**config.mk**
```make
export PLATFORM = sky130hd
export DESIGN_NAME = lp_ability_reg
export DESIGN_NICKNAME = d
export VERILOG_FILES = /design/src/hw/lp_ability_reg.v /design/src/hw/page_flag.v
export VERILOG_INCLUDE_DIRS = /design/src /design/src/inc
export SDC_FILE = /design/constraint.sdc
export NUM_CORES = 1
export LEC_CHECK = 0
export ABC_AREA = 1
export ABC_CLOCK_PERIOD_IN_PS = 1000
export BUFFER_PORTS_ARGS = -buffer_cell sky130_fd_sc_hd__buf_2
export CAP_MARGIN = 20
export CELL_PAD_IN_SITES_DETAIL_PLACEMENT = 0
export CELL_PAD_IN_SITES_GLOBAL_PLACEMENT = 1
export CORE_ASPECT_RATIO = 0.9
export CORE_MARGIN = 2
export CORE_UTILIZATION = 28
export DETAILED_ROUTE_END_ITERATION = 12
export PLACE_DENSITY = 0.83
export SETUP_SLACK_MARGIN = 0.2
export SLEW_MARGIN = 20
export SYNTH_ARGS = -nofsm -noshare
export SYNTH_HDL_FRONTEND = slang
export SYNTH_HIERARCHICAL = 1
export SYNTH_SLANG_ARGS = --single-unit
```
**constraint.sdc**
```tcl
create_clock -name clk_sys -period 1 [get_ports clk_sys]
set_clock_uncertainty 0.05 [all_clocks]
set_input_delay 0.1 -clock clk_sys [delete_from_list [all_inputs] [get_ports clk_sys]]
set_output_delay 0.1 -clock clk_sys [all_outputs]
set_load 0.02 [all_outputs]
```
**src/inc/lp_ability_defines.vh**
```
// Constants of the link partner ability register
`ifndef LP_ABILITY_DEFINES_VH
`define LP_ABILITY_DEFINES_VH
`define LPA_ADDR 5'h05
`define XPN_ADDR 5'h06
`define LPA_RESET 16'h0000
`define LPA_NEXT_PAGE 15
`define LPA_ACK 14
`define LPA_REMOTE_FAULT 13
`define LPA_RSVD_HI 12
`define LPA_RSVD_LO 10
`define LPA_T4 9
`define LPA_TAF_HI 8
`define LPA_TAF_LO 5
`define LPA_SEL_HI 4
`define LPA_SEL_LO 0
`define LPA_SEL_CW_HI 3
`define LPA_RO_MASK 16'hFFF0
`define LPA_CW_MASK 16'h000F
`define LPA_ZERO_MASK 16'h1E00
`define SEL_8023 5'h01
`define SEL_8029 5'h02
`define SEL_NONE 2'h0
`define SEL_IS_8023 2'h1
`define SEL_IS_8029 2'h2
`define RDATA_IDLE 16'h0000
`define XPN_PAGE_RX 1
`define LPA_RSVD_READ 3'h0
`define LPA_T4_READ 1'h0
`endif

```
**src/hw/lp_ability_reg.v**
```verilog
// Link partner ability register with page-received flag
`include "lp_ability_defines.vh"
module lp_ability_reg
(
  input wire clk_sys,
  input wire rst_b,
  input wire [15:0] rx_word,
  input wire rx_word_valid,
  input wire override_writable,
  input wire [4:0] mgmt_addr,
  input wire mgmt_rd,
  input wire mgmt_wr,
  input wire [15:0] mgmt_wdata,
  output wire [15:0] mgmt_rdata,
  output wire page_received,
  output wire [1:0] selector_kind,
  output wire selector_supported
);
  // Stored partner word and the registered outputs, each with its next value
  reg [15:0] lpa_r;
  reg [15:0] lpa_nxt;
  reg [15:0] rdata_r;
  reg [15:0] rdata_nxt;
  reg [1:0] sel_kind_r;
  reg [1:0] sel_kind_nxt;
  reg [15:0] wr_merge;
  reg [15:0] rd_view;
  reg [15:0] xpn_view;

  // Received word taken apart field by field
  wire rx_next_page;
  wire rx_ack;
  wire rx_remote_fault;
  wire [2:0] rx_reserved;
  wire rx_t4;
  wire [3:0] advertised_tech_field;
  wire [4:0] rx_selector;
  wire [15:0] rx_fields;

  // Management decode
  wire lpa_hit;
  wire xpn_hit;
  wire lpa_read;
  wire xpn_read;
  wire lpa_write;
  wire word_stored;

  // Address match, shared by the two registers this block answers
  function addr_hit;
    input [4:0] addr;
    input [4:0] target;
    begin
      addr_hit = (addr == target);
    end
  endfunction

  // Only two selector codes are defined; everything else decodes as none
  function [1:0] sel_decode;
    input [4:0] sel;
    begin
      case (sel)
        `SEL_8023:
        begin
          sel_decode = `SEL_IS_8023;
        end
        `SEL_8029:
        begin
          sel_decode = `SEL_IS_8029;
        end
        default:
        begin
          sel_decode = `SEL_NONE;
        end
      endcase
    end
  endfunction

  // Field split keeps each partner capability in its own bit range
  assign rx_next_page = rx_word[`LPA_NEXT_PAGE];
  assign rx_ack = rx_word[`LPA_ACK];
  assign rx_remote_fault = rx_word[`LPA_REMOTE_FAULT];
  assign rx_reserved = rx_word[`LPA_RSVD_HI:`LPA_RSVD_LO];
  assign rx_t4 = rx_word[`LPA_T4];
  assign advertised_tech_field = rx_word[`LPA_TAF_HI:`LPA_TAF_LO];
  assign rx_selector = rx_word[`LPA_SEL_HI:`LPA_SEL_LO];
  // Reserved and T4 bits are kept as received; only the read path hides them
  assign rx_fields = {rx_next_page, rx_ack, rx_remote_fault, rx_reserved, rx_t4,
    advertised_tech_field, rx_selector};

  assign lpa_hit = addr_hit(mgmt_addr, `LPA_ADDR);
  assign xpn_hit = addr_hit(mgmt_addr, `XPN_ADDR);
  assign lpa_read = mgmt_rd && lpa_hit;
  assign xpn_read = mgmt_rd && xpn_hit;
  assign lpa_write = mgmt_wr && lpa_hit && override_writable;
  // One pulse moves the register and the page flag together
  assign word_stored = rx_word_valid;

  // Bit 4 and above keep their received value; only bits 3:0 take write data
  always @*
  begin
    wr_merge = lpa_r;
    wr_merge[`LPA_SEL_CW_HI:`LPA_SEL_LO] = mgmt_wdata[`LPA_SEL_CW_HI:`LPA_SEL_LO];
  end

  // A received word wins over a write in the same cycle, so no page is half overwritten
  always @*
  begin
    lpa_nxt = lpa_r;
    if (word_stored)
    begin
      lpa_nxt = rx_fields;
    end
    else if (lpa_write)
    begin
      lpa_nxt = wr_merge;
    end
  end

  // All sixteen bits load on one edge, so a read never mixes two pages
  always @(posedge clk_sys)
  begin
    if (!rst_b)
    begin
      lpa_r <= `LPA_RESET;
    end
    else
    begin
      lpa_r <= lpa_nxt;
    end
  end

  // T4 and reserved bits forced to zero on the read path
  always @*
  begin
    rd_view = lpa_r;
    rd_view[`LPA_RSVD_HI:`LPA_RSVD_LO] = `LPA_RSVD_READ;
    rd_view[`LPA_T4] = `LPA_T4_READ;
  end

  // Expansion view carries only the page-received bit
  always @*
  begin
    xpn_view = `RDATA_IDLE;
    xpn_view[`XPN_PAGE_RX] = page_received;
  end

  // Read data stand for one cycle and then fall back to zero
  always @*
  begin
    rdata_nxt = `RDATA_IDLE;
    if (lpa_read)
    begin
      rdata_nxt = rd_view;
    end
    else if (xpn_read)
    begin
      rdata_nxt = xpn_view;
    end
  end

  // Decode looks at the stored selector, never at a word still arriving
  always @*
  begin
    sel_kind_nxt = sel_decode(lpa_r[`LPA_SEL_HI:`LPA_SEL_LO]);
  end

  // Registered so read data never follow the address combinationally
  always @(posedge clk_sys)
  begin
    if (!rst_b)
    begin
      rdata_r <= `RDATA_IDLE;
    end
    else
    begin
      rdata_r <= rdata_nxt;
    end
  end

  // Decode is registered, so it trails a new word by one more cycle
  always @(posedge clk_sys)
  begin
    if (!rst_b)
    begin
      sel_kind_r <= `SEL_NONE;
    end
    else
    begin
      sel_kind_r <= sel_kind_nxt;
    end
  end

  // Data outputs come straight from flip-flops; the support flag is a plain compare
  assign mgmt_rdata = rdata_r;
  assign selector_kind = sel_kind_r;
  assign selector_supported = (sel_kind_r == `SEL_IS_8023);

  // Flag set wins over the clearing read when both fall in one cycle
  page_flag u_page_flag
  (
    .clk_sys(clk_sys),
    .rst_b(rst_b),
    .set_pulse(word_stored),
    .clr_pulse(xpn_read),
    .flag_r(page_received)
  );
endmodule // lp_ability_reg

```
**src/hw/page_flag.v**
```verilog
// Latching-high page-received flag, set wins over read clear
module page_flag
(
  input wire clk_sys,
  input wire rst_b,
  input wire set_pulse,
  input wire clr_pulse,
  output reg flag_r
);
  always @(posedge clk_sys)
  begin
    if (!rst_b)
      flag_r <= 1'b0;
    else if (set_pulse)
      flag_r <= 1'b1;
    else if (clr_pulse)
      flag_r <= 1'b0;
  end
endmodule // page_flag

```
==> impl_metrics.ini <==
[floorplan]
rows = 21
die-area_mm2 = 0.00428
die_w_um = 68.7
ios = 63
die_h_um = 62.3
floorplan.initialDensity = 0.287
core-area_mm2 = 0.00368

[global_routing]
overflow = 0
grt_pass1_vias = 799
gr-usage-all-layers = 0.103
grt_pass1_wl_um = 3370
antenna_found_initial = 0
grt_max_degree = 28

[critical_path]
regToRegSetupSlack_ps = 170
cp_num_buf_inv = 2
worstPathArrival_ps = 840
max_stage_delay_ps = 340
end_kind = primary output
critPathTopFamily = flip-flops
critPathSlowestCell = dfxtp_2
path_cells = inv_2, nor2_4, buf_6
critPathRequiredTime_ps = 850
rr_startpoint = lpa_r[4]$_SDFFE_PN0P_
crit_cells = 3
r2r_end = selector_kind[0]$_SDFF_PN0_
crit_type = reg2out
crit_path_max_fanout = 2
crit_path_start_kind = register
r2r_cells = 3

[routing]
drc = 0
dr.pass1.iters = 5
vias_per_cell = 4.05
totalWireLength_um = 2150
wl_per_cell_um = 9.46
via_count = 919
drt_iter0_drc = 29
final_antenna_net_count = 0

[timing]
fmax_ghz = 1.01
min_period_ps = 987
rsz0062_at_grt = yes
drv_slew = 0
setup_viol = 0
finalCritPeriodShare = 0.987
fin_hold_ws_ps = 35.1
finalHoldViolations = 0

[logic_synthesis]
netlist_top_cells_area = dfxtp_1, nand2_1, inv_1
synth_top_area_share = 0.512
avgSynthCellArea_um2 = 8.06
synth.most_common_cell = dfxtp_1
synth_top_area_cell = dfxtp_1
ys_types = 20
synth_warnings = 6
synth_cells = 131
synthFlopType = dfxtp_1
synth-async-reset-ratio = 0
yosysSeqAreaShare = 0.512
ys_top_cells_by_count = dfxtp_1, nand2_1, inv_1
synth_area_mm2 = 0.00106
ys_ff_latch = 27
synth_edf_count = 0

[power]
cellPowerDensity_mw_per_mm2 = 1270
max-vdd-ir-drop_uv = 541
leakagePower_nw = 0.755
total_power_mw = 2.07

[clock_tree]
path_clk_slew_ps = 90
clk_latency_ps = 270
cts_root_buf = clkbuf_8
clkSinkCount = 27
htreeDepth = 1
cts_tree = yes
numCtsBuffers = 3
hold_buffers = 0
clock_tree.buffer_depth = 2

[placement]
place_congestion = 0.729
portBuffers = 42
detailed_place_hpwl_um = 1450

[flow_run]
maxCapViolCount = 0

[worst_hold_path]
hold-path-endpoint = lpa_r[13]$_SDFFE_PN0P_
holdPathStages = 3
hp-start = rx_word[13]
min_path_type = in2reg

[run_status]
status = finished, final reports clean

[final_layout]
area_delta_synth_final_pct = 54.1
final_nets = 225
fillers = 378
drive_gt1_frac = 0.575
antenna_cells = 0
==> metal layers <==
layer / vias to the layer above / GRT usage / share of wire
met5: - / 0 / 0
met4: 0 / 0.0588 / 0.020
met2: 28 / 0.173 / 0.50
li1: 500 / - / -
met1: 387 / 0.116 / 0.42
met3: 4 / 0.0199 / 0.057
==> worst reg2reg max path, stage by stage, from the launching register on <==
cell     delay (ps)
dfxtp_2         330
inv_2            80
nand2_4          60
nor4_1          220
==> sequential cells by signal, indices dropped and copies added, names as in the netlist <==
signal	count
mgmt_rdata	12
u_page_flag/flag_r	1
selector_kind	2
lpa_r	12
==> metrics by stage <==
step,area [um2],std cells,worst slack (ps),utilization,setup TNS (ps)
after floorplan,1090,134,190,-,0
after global placement,1340,217,-10.5,0.365,-36.2
after detailed placement,1340,217,-25.0,0.365,-264
after CTS,1540,224,-0.422,0.418,-0.422
after global routing,1630,227,-11.6,0.443,-11.6
final,1630,227,12.8,0.443,0
==> cell type report <==
type | count | area [um2] | share of cell area
timing repair buffer | 51 | 417 | 0.256
tap | 46 | 57.6 | 0.0354
multi-input combinational | 78 | 454 | 0.279
inverter | 21 | 86.3 | 0.0530
sequential | 27 | 564 | 0.347
clock inverter | 1 | 7.51 | 0.00461
clock buffer | 3 | 41.3 | 0.0254
==> repair_timing <==
item,4_1_cts,5_1_grt
pin swaps,3,3
endpoints found under the setup margin,18,21
gates cloned,0,1
setup buffers,3,2
gates resized for setup,54,13
==> worst max path at each step <==
stage / from / end
floorplan: selector_kind[0]$_SDFF_PN0_ / selector_supported
finish: selector_kind[0]$_SDFF_PN0_ / selector_supported
detailed placement: mgmt_addr[1] / mgmt_rdata[7]$_SDFF_PN0_
global placement: mgmt_addr[1] / lpa_r[1]$_SDFFE_PN0P_
global route: selector_kind[0]$_SDFF_PN0_ / selector_supported
CTS: selector_kind[0]$_SDFF_PN0_ / selector_supported
==> report_power, final <==
part           total (mW)  switching [mW]  internal (mW)
sequential           1.14          0.0191           1.12
combinational       0.299           0.167          0.132
clock               0.628           0.345          0.283
==> kinds of logic after synthesis <==
group	count (synthesis)	share of synthesized area
buf+inv	29	0.128
compound gates	21	0.103
simple gates	53	0.254
other cells	1	0.00355
flops	27	0.512
==> placed cells by master (no fill, tap or decap) <==
master	instances
conb_1	4
nand2_2	2
clkbuf_16	1
nor4_1	1
dfxtp_1	8
nor4_4	1
clkinvlp_4	1
dfxtp_2	19
nand3_1	5
and2_4	1
nand4_1	2
nand3_4	2
inv_2	7
nand2_4	1
buf_4	7
buf_6	15
nor2_1	5
a21oi_2	1
nor2_4	4
inv_1	13
inv_8	1
nor2_2	10
o21ai_1	1
a21oi_1	12
buf_12	2
nand2_1	19
o21ai_0	7
buf_2	26
clkbuf_8	3
No activity file was read; power rests on OpenSTA's default activity.
